**config.mk**
```make
export PLATFORM = sky130hd
export DESIGN_NAME = smflc_line_ctrl
export DESIGN_NICKNAME = d
export VERILOG_FILES = /design/src/common/smflc_pkg.sv /design/src/rtl/smflc_busy_timer.sv /design/src/rtl/smflc_line_ctrl.sv
export SDC_FILE = /design/constraint.sdc
export NUM_CORES = 1
export LEC_CHECK = 0
export BUFFER_PORTS_ARGS = -buffer_cell sky130_fd_sc_hd__buf_4
export CAP_MARGIN = 20
export CORE_ASPECT_RATIO = 0.75
export CORE_MARGIN = 5
export CORE_UTILIZATION = 35
export CTS_BUF_LIST = sky130_fd_sc_hd__clkbuf_8
export CTS_CLUSTER_SIZE = 8
export DETAILED_ROUTE_END_ITERATION = 6
export MAX_ROUTING_LAYER = met4
export PLACE_DENSITY = 0.5
export RECOVER_POWER = 100
export SETUP_SLACK_MARGIN = 0.4
export SLEW_MARGIN = 20
export SYNTH_ARGS = -nofsm -noshare
export SYNTH_HDL_FRONTEND = slang
export SYNTH_SLANG_ARGS = --single-unit
```
**constraint.sdc**
```tcl
create_clock -name clk_sys_in -period 2.4 [get_ports clk_sys_in]
set_input_delay 0.36 -clock clk_sys_in [delete_from_list [all_inputs] [get_ports clk_sys_in]]
set_output_delay 0.36 -clock clk_sys_in [all_outputs]
set_load 0.03 [all_outputs]
```
**src/common/smflc_pkg.sv**
```systemverilog
/*
  Shared constants and carrier types for the port-2 modem line flow control block.
  Assumes a single 250 MHz system clock and a plain strobe register port.
*/
package smflc_pkg;

  // ****************************************************************
  // Register map (word addresses on the plain port)
  // ****************************************************************
  localparam logic [3:0] SMFLC_ADDR_DSR_OPT = 4'h0; // dsr_flow_option
  localparam logic [3:0] SMFLC_ADDR_DTR_OPT = 4'h1; // dtr_output_option
  localparam logic [3:0] SMFLC_ADDR_LINE_STAT = 4'h2; // line_signal_status
  localparam logic [3:0] SMFLC_ADDR_CTRL = 4'h3; // mode, run, rx enable
  localparam logic [3:0] SMFLC_ADDR_TX_STAT = 4'h4; // transmit status code
  localparam logic [3:0] SMFLC_ADDR_IRQ_STAT = 4'h5; // sticky events, write one to clear
  localparam logic [3:0] SMFLC_ADDR_IRQ_MASK = 4'h6; // interrupt mask

  // ****************************************************************
  // Reset values and field positions
  // ****************************************************************
  localparam logic [15:0] SMFLC_OPT_RESET = 16'h0000;
  localparam logic [15:0] SMFLC_CTRL_RESET = 16'h0000;
  localparam int SMFLC_CTRL_RUN_BIT = 0;
  localparam int SMFLC_CTRL_RXEN_BIT = 1;
  localparam int SMFLC_CTRL_MAINT_BIT = 2;
  localparam int SMFLC_CTRL_PORT2_BIT = 3;
  localparam int SMFLC_IRQ_W = 3;
  localparam int SMFLC_IRQ_TIMEOUT_BIT = 0;
  localparam int SMFLC_IRQ_DSR_CHG_BIT = 1;
  localparam int SMFLC_IRQ_STAT_UPD_BIT = 2;
  localparam logic [15:0] SMFLC_TXERR_NONE = 16'h0000;
  localparam logic [15:0] SMFLC_TXERR_BUSY_TIMEOUT = 16'h0001;

  // ****************************************************************
  // Option encodings
  // ****************************************************************
  localparam logic [15:0] SMFLC_DSR_NONE = 16'h0000;
  localparam logic [15:0] SMFLC_DSR_ON_TXRX = 16'h0001;
  localparam logic [15:0] SMFLC_DSR_OFF_TXRX = 16'h0002;
  localparam logic [15:0] SMFLC_DSR_ON_TX = 16'h0003;
  localparam logic [15:0] SMFLC_DSR_OFF_TX = 16'h0004;
  localparam logic [15:0] SMFLC_DTR_RUN = 16'h0000;
  localparam logic [15:0] SMFLC_DTR_OFF = 16'h0001;
  localparam logic [15:0] SMFLC_DTR_RX = 16'h0002;

  // ****************************************************************
  // Timing
  // ****************************************************************
  localparam longint SMFLC_CLK_HZ = 250000000;
  localparam longint SMFLC_BUSY_TIMEOUT_MS = 5000;
  // Longest wait rounds down
  localparam longint SMFLC_BUSY_TIMEOUT_CYC = SMFLC_CLK_HZ / 1000 * SMFLC_BUSY_TIMEOUT_MS;

  // ****************************************************************
  // Carriers
  // ****************************************************************
  typedef struct packed {
    logic [3:0] addr;
    logic [15:0] wdata;
    logic wr;
    logic rd;
  } smflc_bus_req_t;

  typedef struct packed {
    logic tx_busy;   // Transmitter has data pending
    logic tx_permit; // Transmit may proceed
    logic rx_permit; // Receive may proceed
    logic tx_abort;  // One-cycle abort of the transfer
  } smflc_flow_t;

endpackage : smflc_pkg

```
**src/rtl/smflc_busy_timer.sv**
```systemverilog
/*
  Busy-timeout counter: counts while transmission is held off.
  Assumes synchronous inputs on the system clock.
*/
`timescale 1ns/1ps
module smflc_busy_timer #(
  parameter longint LIMIT = 64'd1250000000
) (
  input wire logic clk_sys_in,
  input wire logic arst_n_in,
  input wire logic stall_in,
  output logic expire_out
);
  import smflc_pkg::*;

  localparam int CW = $clog2(LIMIT + 1);

  initial begin
    if (LIMIT < 2) $error("LIMIT too small");
  end

  // ****************************************************************
  // State
  // ****************************************************************
  typedef struct packed {
    logic [CW-1:0] cnt;
    logic fired;
  } smflc_tmr_t;

  smflc_tmr_t s_q, s_d;

  // Count up while stalled; one pulse at the limit, then hold
  always_comb begin
    s_d = s_q;
    expire_out = 1'b0;
    if (!stall_in) begin
      s_d.cnt = '0;
      s_d.fired = 1'b0;
    end else if (!s_q.fired) begin
      if (s_q.cnt == CW'(LIMIT - 1)) begin
        expire_out = 1'b1;
        s_d.fired = 1'b1;
      end else begin
        s_d.cnt = s_q.cnt + 1'b1;
      end
    end
  end

  // Register the state
  always_ff @(posedge clk_sys_in or negedge arst_n_in) begin
    if (!arst_n_in) begin
      s_q <= '0;
    end else begin
      s_q <= s_d;
    end
  end

endmodule : smflc_busy_timer

```
**src/rtl/smflc_line_ctrl.sv**
```systemverilog
/*
  Port-2 modem line flow control: DSR gating, DTR drive, RTS, line status,
  busy timeout and interrupt. Registers sit on a plain strobe port.
  Assumes synchronous DSR input and a one-cycle end-of-scan pulse.
*/
`timescale 1ns/1ps

//
// Contract
// RL1 - DTR option 0 or 3+: follows run
// RL2 - DTR option 1: DTR always off
// RL3 - DTR option 2: on while receive possible
// RL4 - DSR option 0: DSR ignored
// RL5 - DSR option 1: tx/rx only when on
// RL6 - DSR option 2: tx/rx only when off
// RL7 - DSR option 3: transmit only when on
// RL8 - DSR option 4: transmit only when off
// RL9 - DSR option 5+: same as 0
// RL10 - Busy over 5 s aborts, logs error
// RL11 - Options apply to port 2 user mode
// RL12 - Far terminal signals readiness on DSR
// RL13 - Maintenance mode: DTR always on
// RL14 - Line status: bit0 DTR, bit1 DSR
// RL15 - Line status refreshed at end of scan
// RL16 - RTS held permanently on
module smflc_line_ctrl #(
  parameter longint BUSY_TIMEOUT_CYC = smflc_pkg::SMFLC_BUSY_TIMEOUT_CYC
) (
  input wire logic clk_sys_in,
  input wire logic arst_n_in,
  input wire smflc_pkg::smflc_bus_req_t bus_in,
  output logic [15:0] rdata_out,
  input wire logic dsr_in,
  input wire logic scan_end_in,
  input wire logic tx_busy_in,
  output logic dtr_out,
  output logic rts_out,
  output smflc_pkg::smflc_flow_t flow_out,
  output logic irq_out
);
  import smflc_pkg::*;

  initial begin
    if (BUSY_TIMEOUT_CYC < 2) $error("BUSY_TIMEOUT_CYC too small");
  end

  // ****************************************************************
  // State
  // ****************************************************************
  typedef enum logic [1:0] {
    SMFLC_TX_IDLE = 2'b00,
    SMFLC_TX_SEND = 2'b01,
    SMFLC_TX_HOLD = 2'b11
  } smflc_tx_st_t;

  typedef struct packed {
    logic [15:0] dsr_opt;
    logic [15:0] dtr_opt;
    logic [15:0] ctrl;
    logic [15:0] tx_stat;
    logic [1:0] line_stat;
    logic [SMFLC_IRQ_W-1:0] irq_stat;
    logic [SMFLC_IRQ_W-1:0] irq_mask;
    logic [15:0] rdata;
    logic dtr;
    logic dsr_prev;
    smflc_tx_st_t tx_st;
  } smflc_state_t;

  smflc_state_t s_q, s_d;

  // Decoded conditions
  logic run, rxen, maint, port2_user, rx_possible;
  logic tx_ok, rx_ok, stall, expire;
  logic [SMFLC_IRQ_W-1:0] ev;

  assign run = s_q.ctrl[SMFLC_CTRL_RUN_BIT];
  assign rxen = s_q.ctrl[SMFLC_CTRL_RXEN_BIT];
  assign maint = s_q.ctrl[SMFLC_CTRL_MAINT_BIT];
  // Options only matter for port 2 in user mode
  assign port2_user = s_q.ctrl[SMFLC_CTRL_PORT2_BIT] && !maint; // RL11

  // ****************************************************************
  // DSR gating
  // ****************************************************************
  // Stopped: tx and rx disabled in user mode regardless of DSR
  always_comb begin
    tx_ok = run || maint;
    rx_ok = run || maint;
    if (port2_user) begin
      case (s_q.dsr_opt)
        SMFLC_DSR_ON_TXRX: begin
          tx_ok = run && dsr_in; // RL5
          rx_ok = run && dsr_in; // RL5
        end
        SMFLC_DSR_OFF_TXRX: begin
          tx_ok = run && !dsr_in; // RL6
          rx_ok = run && !dsr_in; // RL6
        end
        SMFLC_DSR_ON_TX: begin
          tx_ok = run && dsr_in; // RL7 RL12
        end
        SMFLC_DSR_OFF_TX: begin
          tx_ok = run && !dsr_in; // RL8
        end
        default: begin
          // Zero and five upward leave DSR unused
          tx_ok = run; // RL4 RL9
          rx_ok = run; // RL4 RL9
        end
      endcase
    end
  end

  // Receive needs both the DSR gate and the receive enable bit
  // DTR option 2 reads this, so DTR drops whenever reception is blocked
  assign rx_possible = rx_ok && rxen;

  // Timeout only runs in busy control while data waits
  // Options 1 and 2 block without a limit; the link simply waits
  assign stall = port2_user && tx_busy_in && !tx_ok && run &&
                 (s_q.dsr_opt == SMFLC_DSR_ON_TX || s_q.dsr_opt == SMFLC_DSR_OFF_TX);

  smflc_busy_timer #(
    .LIMIT(BUSY_TIMEOUT_CYC)
  ) u_timer (
    .clk_sys_in(clk_sys_in),
    .arst_n_in(arst_n_in),
    .stall_in(stall),
    .expire_out(expire)
  );

  // ****************************************************************
  // Next state
  // ****************************************************************
  always_comb begin
    s_d = s_q;
    s_d.rdata = 16'h0000;
    s_d.dsr_prev = dsr_in;
    // DTR drive, registered so the pin never glitches on option writes
    if (maint) begin
      s_d.dtr = 1'b1; // RL13
    end else if (!port2_user) begin
      // Options unused off port 2 user mode: DTR shows run state
      s_d.dtr = run; // RL11
    end else begin
      case (s_q.dtr_opt)
        SMFLC_DTR_OFF: s_d.dtr = 1'b0; // RL2
        SMFLC_DTR_RX: s_d.dtr = rx_possible; // RL3
        default: s_d.dtr = run; // RL1
      endcase
    end
    // Transmit flow state
    // Hold tracks a paused transfer; a timeout drops it back to idle
    case (s_q.tx_st)
      SMFLC_TX_IDLE: if (tx_busy_in) s_d.tx_st = SMFLC_TX_SEND;
      SMFLC_TX_SEND: begin
        if (!tx_busy_in) s_d.tx_st = SMFLC_TX_IDLE;
        else if (!tx_ok) s_d.tx_st = SMFLC_TX_HOLD;
      end
      SMFLC_TX_HOLD: begin
        if (expire || !tx_busy_in) s_d.tx_st = SMFLC_TX_IDLE; // RL10
        else if (tx_ok) s_d.tx_st = SMFLC_TX_SEND;
      end
      default: s_d.tx_st = SMFLC_TX_IDLE;
    endcase
    if (expire) begin
      s_d.tx_stat = SMFLC_TXERR_BUSY_TIMEOUT; // RL10
    end
    // Line status at end of scan
    // Sampled from the registered DTR, so the value matches the pin
    if (scan_end_in) begin
      s_d.line_stat = {dsr_in, s_q.dtr}; // RL14 RL15
    end
    // Register writes
    // Status registers take no data, only the clears below
    if (bus_in.wr) begin
      case (bus_in.addr)
        SMFLC_ADDR_DSR_OPT: s_d.dsr_opt = bus_in.wdata;
        SMFLC_ADDR_DTR_OPT: s_d.dtr_opt = bus_in.wdata;
        SMFLC_ADDR_CTRL: s_d.ctrl = bus_in.wdata;
        SMFLC_ADDR_TX_STAT: if (!expire) s_d.tx_stat = SMFLC_TXERR_NONE;
        SMFLC_ADDR_IRQ_STAT: s_d.irq_stat = s_q.irq_stat & ~bus_in.wdata[SMFLC_IRQ_W-1:0];
        SMFLC_ADDR_IRQ_MASK: s_d.irq_mask = bus_in.wdata[SMFLC_IRQ_W-1:0];
        default: ;
      endcase
    end
    // Events set after clears so a set wins
    s_d.irq_stat = s_d.irq_stat | ev;
    // Register reads, unmapped reads zero
    // Read data lives one cycle, then falls back to zero
    if (bus_in.rd) begin
      case (bus_in.addr)
        SMFLC_ADDR_DSR_OPT: s_d.rdata = s_q.dsr_opt;
        SMFLC_ADDR_DTR_OPT: s_d.rdata = s_q.dtr_opt;
        SMFLC_ADDR_LINE_STAT: s_d.rdata = {14'h0000, s_q.line_stat}; // RL14
        SMFLC_ADDR_CTRL: s_d.rdata = s_q.ctrl;
        SMFLC_ADDR_TX_STAT: s_d.rdata = s_q.tx_stat;
        SMFLC_ADDR_IRQ_STAT: s_d.rdata = {13'h0000, s_q.irq_stat};
        SMFLC_ADDR_IRQ_MASK: s_d.rdata = {13'h0000, s_q.irq_mask};
        default: s_d.rdata = 16'h0000;
      endcase
    end
  end

  // Event vector
  // DSR edge uses the previous sample, reset low like the idle pin
  always_comb begin
    ev = '0;
    ev[SMFLC_IRQ_TIMEOUT_BIT] = expire;
    ev[SMFLC_IRQ_DSR_CHG_BIT] = dsr_in ^ s_q.dsr_prev;
    ev[SMFLC_IRQ_STAT_UPD_BIT] = scan_end_in;
  end

  // Register the whole state
  // Reset leaves the port stopped, in user mode, options zero
  always_ff @(posedge clk_sys_in or negedge arst_n_in) begin
    if (!arst_n_in) begin
      s_q <= '{dsr_opt: SMFLC_OPT_RESET, dtr_opt: SMFLC_OPT_RESET,
               ctrl: SMFLC_CTRL_RESET, tx_stat: SMFLC_TXERR_NONE,
               line_stat: 2'h0, irq_stat: '0, irq_mask: '0, rdata: 16'h0000,
               dtr: 1'b0, dsr_prev: 1'b0, tx_st: SMFLC_TX_IDLE};
    end else begin
      s_q <= s_d;
    end
  end

  // ****************************************************************
  // Outputs
  // ****************************************************************
  assign rdata_out = s_q.rdata;
  assign dtr_out = s_q.dtr;
  assign rts_out = 1'b1; // RL16
  // Permits are combinational so a DSR drop stops the next character
  assign flow_out.tx_busy = tx_busy_in;
  assign flow_out.tx_permit = tx_ok && (s_q.tx_st != SMFLC_TX_HOLD || tx_ok);
  assign flow_out.rx_permit = rx_possible;
  assign flow_out.tx_abort = expire; // RL10
  // Level interrupt from registers only, so it cannot glitch
  assign irq_out = |(s_q.irq_stat & s_q.irq_mask);

  // ****************************************************************
  // Assertions
  // ****************************************************************
  // DTR checks: dtr_out is registered, so it lags its cause by one cycle
  a_dtr_off_opt: assert property (@(posedge clk_sys_in) disable iff (!arst_n_in) // RL2
    (s_q.dtr_opt == SMFLC_DTR_OFF && port2_user) |=> !dtr_out)
    else $error("DTR on with option one");
  // Option two follows the receive gate of the previous cycle
  a_dtr_rx_opt: assert property (@(posedge clk_sys_in) disable iff (!arst_n_in) // RL3
    (s_q.dtr_opt == SMFLC_DTR_RX && port2_user) |=> (dtr_out == $past(rx_possible)))
    else $error("DTR not following receive");
  // Zero, three up and port 1 outside maintenance show the run state
  a_dtr_run_opt: assert property (@(posedge clk_sys_in) disable iff (!arst_n_in) // RL1
    (!maint && (!port2_user || s_q.dtr_opt == 16'h0000 || s_q.dtr_opt >= 16'h0003))
    |=> (dtr_out == $past(run)))
    else $error("DTR not following run");
  a_dtr_maint_on: assert property (@(posedge clk_sys_in) disable iff (!arst_n_in) // RL13
    maint |=> dtr_out)
    else $error("DTR off in maintenance");
  // Maintenance leaves traffic free of the DSR gate
  a_maint_traffic: assert property (@(posedge clk_sys_in) disable iff (!arst_n_in) // RL13
    maint |-> flow_out.tx_permit && (flow_out.rx_permit == rxen))
    else $error("Traffic gated in maintenance");

  // DSR gating checks are combinational: permits follow dsr_in at once
  a_dsr_ignored: assert property (@(posedge clk_sys_in) disable iff (!arst_n_in) // RL4
    (port2_user && s_q.dsr_opt == SMFLC_DSR_NONE) |->
    (flow_out.tx_permit == run) && (flow_out.rx_permit == (run && rxen)))
    else $error("DSR used with option zero");
  a_dsr_on_gate: assert property (@(posedge clk_sys_in) disable iff (!arst_n_in) // RL5
    (port2_user && s_q.dsr_opt == SMFLC_DSR_ON_TXRX && !dsr_in) |->
    !flow_out.tx_permit && !flow_out.rx_permit)
    else $error("Traffic with DSR off");
  a_dsr_off_gate: assert property (@(posedge clk_sys_in) disable iff (!arst_n_in) // RL6
    (port2_user && s_q.dsr_opt == SMFLC_DSR_OFF_TXRX && dsr_in) |->
    !flow_out.tx_permit && !flow_out.rx_permit)
    else $error("Traffic with DSR on");
  a_busy_tx_gate: assert property (@(posedge clk_sys_in) disable iff (!arst_n_in) // RL7
    (port2_user && s_q.dsr_opt == SMFLC_DSR_ON_TX && run) |-> (flow_out.tx_permit == dsr_in))
    else $error("Busy control gate wrong");
  // Option four is busy control with the DSR sense inverted
  a_busy_off_gate: assert property (@(posedge clk_sys_in) disable iff (!arst_n_in) // RL8
    (port2_user && s_q.dsr_opt == SMFLC_DSR_OFF_TX && run) |-> (flow_out.tx_permit == !dsr_in))
    else $error("Inverted busy gate wrong");
  // Busy control never touches the receive side
  a_busy_rx_free: assert property (@(posedge clk_sys_in) disable iff (!arst_n_in) // RL7
    (port2_user && (s_q.dsr_opt == SMFLC_DSR_ON_TX || s_q.dsr_opt == SMFLC_DSR_OFF_TX))
    |-> (flow_out.rx_permit == (run && rxen)))
    else $error("Busy control gated receive");
  a_dsr_unused: assert property (@(posedge clk_sys_in) disable iff (!arst_n_in) // RL9
    (port2_user && s_q.dsr_opt >= 16'h0005) |-> (flow_out.tx_permit == run))
    else $error("DSR used with option five up");
  // Off port 2 user mode no option reaches the permits
  a_port1_free: assert property (@(posedge clk_sys_in) disable iff (!arst_n_in) // RL11
    (!s_q.ctrl[SMFLC_CTRL_PORT2_BIT] && !maint) |->
    (flow_out.tx_permit == run) && (flow_out.rx_permit == (run && rxen)))
    else $error("Option used off port 2");

  // Timeout and status checks
  a_timeout_err: assert property (@(posedge clk_sys_in) disable iff (!arst_n_in) // RL10
    expire |=> (s_q.tx_stat == SMFLC_TXERR_BUSY_TIMEOUT) && s_q.irq_stat[SMFLC_IRQ_TIMEOUT_BIT])
    else $error("Timeout not logged");
  // The abort is one pulse per stall, never a level
  a_abort_pulse: assert property (@(posedge clk_sys_in) disable iff (!arst_n_in) // RL10
    flow_out.tx_abort |=> !flow_out.tx_abort)
    else $error("Abort longer than one cycle");
  // Only busy control can time out
  a_abort_busy: assert property (@(posedge clk_sys_in) disable iff (!arst_n_in) // RL10
    flow_out.tx_abort |-> port2_user &&
    (s_q.dsr_opt == SMFLC_DSR_ON_TX || s_q.dsr_opt == SMFLC_DSR_OFF_TX))
    else $error("Abort outside busy control");
  // The error code stays until software clears it
  a_timeout_sticky: assert property (@(posedge clk_sys_in) disable iff (!arst_n_in) // RL10
    (s_q.tx_stat == SMFLC_TXERR_BUSY_TIMEOUT &&
    !(bus_in.wr && bus_in.addr == SMFLC_ADDR_TX_STAT))
    |=> (s_q.tx_stat == SMFLC_TXERR_BUSY_TIMEOUT))
    else $error("Timeout code lost");
  // Capture takes DSR and the registered DTR of the scan-end cycle
  a_status_capture: assert property (@(posedge clk_sys_in) disable iff (!arst_n_in) // RL14
    scan_end_in |=> (s_q.line_stat == {$past(dsr_in), $past(dtr_out)}))
    else $error("Line status capture wrong");
  a_status_scan: assert property (@(posedge clk_sys_in) disable iff (!arst_n_in) // RL15
    !scan_end_in |=> $stable(s_q.line_stat))
    else $error("Line status changed off scan end");
  a_rts_on: assert property (@(posedge clk_sys_in) disable iff (!arst_n_in) // RL16
    rts_out)
    else $error("RTS dropped");

  // ****************************************************************
  // Cover points
  // ****************************************************************
  c_timeout: cover property (@(posedge clk_sys_in) disable iff (!arst_n_in) expire);
  c_hold_resume: cover property (@(posedge clk_sys_in) disable iff (!arst_n_in)
    s_q.tx_st == SMFLC_TX_HOLD ##1 s_q.tx_st == SMFLC_TX_SEND);
  c_irq: cover property (@(posedge clk_sys_in) disable iff (!arst_n_in) irq_out);
  // DTR held on by maintenance while stopped
  c_maint_stop: cover property (@(posedge clk_sys_in) disable iff (!arst_n_in)
    maint && !run && dtr_out);
  // Scan end with both lines on
  c_scan_both: cover property (@(posedge clk_sys_in) disable iff (!arst_n_in)
    scan_end_in ##1 s_q.line_stat == 2'h3);

endmodule : smflc_line_ctrl

```
* Word-level counts from Yosys, hierarchy flattened
Cells that the tools add are included. W data, S select, Z words.
Storage, ports and cells: output and inout port bits 23, input port bits 27, flip-flop bits (word level) 124, logic and storage cells 97
Operators by class: bitwise logic cells 5, add/sub/neg operators 1, multiplexer cells 28, equal/unequal tests 21, reductions and logical operators 29
Operators by type and width (count):
- $pmux W16 S7 | 1
- $mux W16 | 5
- $mux W32 | 2
- $eq A16 B2 Y1 const B | 3
- $eq A16 B1 Y1 const B | 2
- $add A31 B1 Y31 const B | 1
- $eq A31 B31 Y1 const B | 1
- $mux W31 | 1
- $eq A16 B3 Y1 const B | 1
- $eq A4 B3 Y1 const B | 3
- $mux W2 | 5
- $reduce_and A2 Y1 | 5
- $logic_and A1 B1 Y1 | 9
- $eq A4 B2 Y1 const B | 2
- $ne A2 B2 Y1 const B | 4
- $mux W1 | 7
- $and A3 B3 Y3 | 2
- $mux W3 | 2
- $mux W6 | 1
- $ne A3 B3 Y1 const B | 2
- $pmux W2 S3 | 1
- $reduce_or A2 Y1 | 3
- $eq A4 B1 Y1 const B | 1
- $logic_not A1 Y1 | 4
- other kinds (12) | 16

* Logic depth before layout (Yosys ltp)
depth after elaboration 13, depth in mapped cells 7, depth with buffers taken out 6

* Cells and area by module
A second synthesis with hierarchy kept.
Second synthesis, totals: cells, all modules 520, area, all modules 6078.3 um^2
By module, submodules not included:
- smflc_line_ctrl | cells each 329, times used 1, area an instance 4184.0 um^2, sequential area each 2252.2 um^2
- smflc_busy_timer | cells each 191, times used 1, area an instance 1894.3 um^2, sequential area each 800.8 um^2

* Worst setup path before layout
Ideal clock, no wire load.
path kind flip-flop to output port, start point register s_q[79] (netlist name), end point output port flow_out[0] (netlist name), buffers on the path 2, stages on the path, launching flop included 8, required time 2040 ps, data arrival time 1883 ps, path slack 157 ps, cell sequence dfrtp_1 nor4_1 nand4_1 or3_1 buf_2 or3_1 inv_1 buf_4
Between the ends: word-level cells in the longest chain between the ends 9, elaborated cells between the ends (all ways) 14, those cells by class eq/ne (4); mux (3); reduce/logical (7)
Ends and longest elaborated chain:
- start, declared | line smflc_line_ctrl.sv:70 | smflc_state_t s_q, s_d;
- start signal, assigned | line smflc_line_ctrl.sv:219 | s_q <= '{dsr_opt: SMFLC_OPT_RESET, dtr_opt: SMFLC_OPT_RESET,
- $eq A16 B3 Y1, or another cell as far along | line smflc_line_ctrl.sv:91, smflc_line_ctrl.sv:122
- $reduce_or A2 Y1 (no source line)
- $pmux W1 S2 | line smflc_line_ctrl.sv:91 | case (s_q.dsr_opt)
- $mux W1 | line smflc_line_ctrl.sv:90 | if (port2_user) begin
- $logic_not A1 Y1
- $logic_and A1 B1 Y1 (2 in a row) | line smflc_line_ctrl.sv:121 | assign stall = port2_user && tx_busy_in && !tx_ok && run &&
- $logic_and A1 B1 Y1 (*) | line smflc_line_ctrl.sv:121
- $mux W1 (*) | line smflc_busy_timer.sv:36 | if (!stall_in) begin
- end, declared | line smflc_line_ctrl.sv:38 | output smflc_pkg::smflc_flow_t flow_out,
Mark *: on every way between the ends. The rest lies on a longest branch, timed or not.

==> results.ini <==
[outcome]
status = finished with violations
violations = setup timing

[grt]
grt.total_usage_pct = 17.19
antenna_found_initial = 0
grt_pass1_wl_um = 24540
grt_max_degree = 39
grt_pass1_vias = 4396
grt-ovfl-total = 0

[floorplanning]
die-area_um2 = 19110
rows = 40
fp.dieH_um = 121.0
initial_core_util_pct = 35.78
ios = 50
fp.dieW_um = 158.0
core-area_um2 = 16070

[routing]
drtPass1Iterations = 5
drc = 0
wirelength_um = 16130
detail_route.wl_per_cell_um = 19.96
avgViaCountPerCell = 5.514
ant_nets = 0
drt-initial-drc-count = 442
vias = 4455

[place]
gp_congestion = 0.8329
placed_area_um2 = 6429
dpl.hpwl_um = 10390
port_buffers = 48

[worst_setup_path]
reg2reg_from = s_q[89]$_DFFE_PN0P_
cp-end-kind = output pin
path_max_fanout = 3
r2r-end = s_q[35]$_DFF_PN0_
rr_worst_depth = 9
r2r_slack_ns = -0.03
cp-start-kind = register
worstSetupPathType = reg -> out
cp.required_ns = 2.04
worst_ep_arrival_time_ns = 2.31

[layout]
layout.nets = 614
num_antenna_cells = 0
drive_above_1_share_pct = 38.29
fin_area_um2 = 7266
area.growth.synth_to_final_pct = 26.40

[synthesis]
syn-instance-count = 514
ys.flop_type = dfrtp_1
syn_nets = 542
synthXorXnorAreaFrac_pct = 1.524
synth_compound_gate_area_share_pct = 11.10
synth_edf_count = 0
syn_area_per_cell_um2 = 11.18
synthArstFlopShare_pct = 100.0
ys_seq_area_share_pct = 53.11
syn_area_um2 = 5748
ys_seq_elements = 122
yosys_warnings = 0
synth_simple_gate_area_share_pct = 17.61
synth.distinct_cells = 54
synthAdderAreaFrac_pct = 0.2177
synth_mux_area_share_pct = 11.12
synth_top_family_by_area = simple AND/OR/NAND/NOR gates

[worst_hold_path]
hold_path_startpoint = scan_end_in
hold_path_depth = 2
min_to = s_q[25]$_DFF_PN0_
worst_hold_path_type = in -> reg

[clocking]
tritoncts = yes
clockBufferDepth = 2
h-tree-depth = 4
numCtsBuffers = 17
root_buffer = clkbuf_8
clk_latency_ns = 0.44
cts_sinks = 122
clk_pin_slew_ns = 0.07

[pwr]
vdd_ir_drop_max_v = 0.0003363
power.density_nw_per_um2 = 674.9
power_uw = 4904
p_leak_uw = 0.002934

[timing]
setup_viol = 16
fin_skew_ns = 0.01142
setup_slack_ns = -0.2679
slew_violations = 0
slew_headroom_pct = 22.69
tns_ns = -0.5540
post-route-period-util_pct = 111.2
fin_hold_ws_ns = 0.1492
rsz0062_at_grt = true
finalCriticalPeriod_ns = 2.668
hold_viol = 0
fmax_mhz = 374.8
tightest_slew_ns = 1.160

[job]
max_cap_viol_count = 0

[synth_stat cells (all sizes together) (2+ instances only)]
| master | number | share of area (%) |
|---|---|---|
| nor3b | 4 | 0.52 |
| buf | 32 | 3.8 |
| inv | 8 | 0.52 |
| dfrtp | 122 | 53 |
| mux2i | 2 | 0.35 |
| o21ai | 5 | 0.44 |
| and4 | 5 | 0.76 |
| or4 | 15 | 2.0 |
| nand4 | 10 | 1.1 |
| a22oi | 2 | 0.26 |
| or3 | 6 | 0.65 |
| nor2b | 4 | 0.44 |
| nor4 | 12 | 1.4 |
| a21o | 2 | 0.26 |
| and2 | 18 | 2.4 |
| and3 | 3 | 0.33 |
| mux2 | 55 | 11 |
| nand2 | 47 | 3.1 |
| a222oi | 16 | 2.8 |
| o31ai | 16 | 2.2 |
| nor4b | 4 | 0.72 |
| xnor2 | 8 | 1.2 |
| nand3 | 18 | 1.7 |
| o211ai | 2 | 0.26 |
| nor3 | 7 | 0.61 |
| xor2 | 2 | 0.30 |
| and3b | 2 | 0.30 |
| clkbuf | 14 | 0.91 |
| a221o | 2 | 0.35 |
| a21oi | 36 | 3.1 |
| nor2 | 20 | 1.3 |
[cell families after synthesis]
kind of cell,after synthesis
other,1
multiplexers,57
AO/OA/AOI/OAI,91
adder cells (fa/ha/maj),1
AND/OR/NAND/NOR,178
buffers and inverters,54
XOR/XNOR,10
flip-flops,122
[per-stage QoR]
step           util (%)  std cells  setup WS, ns
2_1_floorplan         -        514        0.2687
3_3_place_gp      40.02        761      0.006811
3_5_place_dp      40.02        761      -0.02324
4_1_cts           43.60        798       -0.3326
5_1_grt           45.23        808       -0.3685
6_report          45.23        808       -0.2679
[critical path, stage by stage, from the launching register on]
cell and delay (ns):
dfrtp_1 0.40, nor4_2 0.31, nand4_1 0.20, or3_4 0.38, or3_4 0.38, inv_2 0.07, buf_6 0.12
[flip-flops by register name, summed over array words and instances (netlist names)]
| register | count |
|---|---|
| run | 1 |
| rxen | 1 |
| rdata_out | 16 |
| maint | 1 |
| u_timer.s_q | 32 |
| s_q | 70 |
| dtr_out | 1 |
[where the power goes]
group,switching [µW],internal (µW),total (µW),leakage [µW]
registers,205,2270,2480,0.00159
clock network,851,963,1810,0.000191
logic,299,311,610,0.00115
[placed cells by master (no fill, tap or decap), types with 4 or more instances in the layout]
cell,netlist,layout
a21oi_1,36,16
a21oi_2,0,16
a21oi_4,0,4
a222oi_1,16,16
and2_4,9,15
and4_1,5,4
buf_12,0,5
buf_4,21,50
buf_6,1,7
clkbuf_1,14,24
clkbuf_16,0,4
clkbuf_2,0,6
clkbuf_8,0,19
clkinvlp_4,0,4
dfrtp_1,122,121
inv_1,8,8
mux2_2,55,55
nand2_1,47,46
nand3_1,17,17
nand4_1,10,10
nor2_1,20,10
nor2_4,0,10
nor3_1,7,6
nor4_1,11,6
nor4_2,1,5
o21ai_0,5,5
o31ai_1,15,15
or3_1,6,4
or4_1,15,15
xnor2_1,8,8
[timing repair]
item | in CTS | in global routing
cloned | 1 | 5
hold buffers | 1 | 0
buffers inserted | 4 | 5
pin swaps | 20 | 8
hold endpoints to repair | 33 | 0
resized for setup | 29 | 67
setup endpoints to repair | 39 | 53
[worst max-delay path by stage]
stage | slack [ns] | cells past startpoint | endpoint | start
floorplan | 0.27 | 7 | flow_out[0] | s_q[90]$_DFFE_PN0P_
global placement | 0.007 | 6 | flow_out[0] | u_timer.s_q[25]$_DFFE_PN0P_
detailed placement | -0.02 | 6 | flow_out[0] | u_timer.s_q[25]$_DFFE_PN0P_
CTS | -0.33 | 6 | flow_out[0] | u_timer.s_q[25]$_DFFE_PN0P_
global route | -0.37 | 6 | flow_out[0] | s_q[89]$_DFFE_PN0P_
finish | -0.27 | 6 | flow_out[0] | s_q[89]$_DFFE_PN0P_
[final cells by class]
| type | count | area (µm²) |
|---|---|---|
| Sequential cell | 122 | 3054 |
| Inverter | 8 | 30.03 |
| Fill cell | 1539 | 8800 |
| Timing Repair Buffer | 99 | 794.5 |
| Clock buffer | 19 | 261.5 |
| Multi-Input combinational cell | 338 | 2736 |
| Tap cell | 210 | 262.8 |
| Clock inverter | 12 | 126.4 |
[metal layers]
layer	GRT usage [%]	part of all wire, %
met2	23.35	44
met3	3.957	3.6
met1	25.75	51
met5	-	0
met4	4.422	1.0
(Power assumes the default switching activity.)
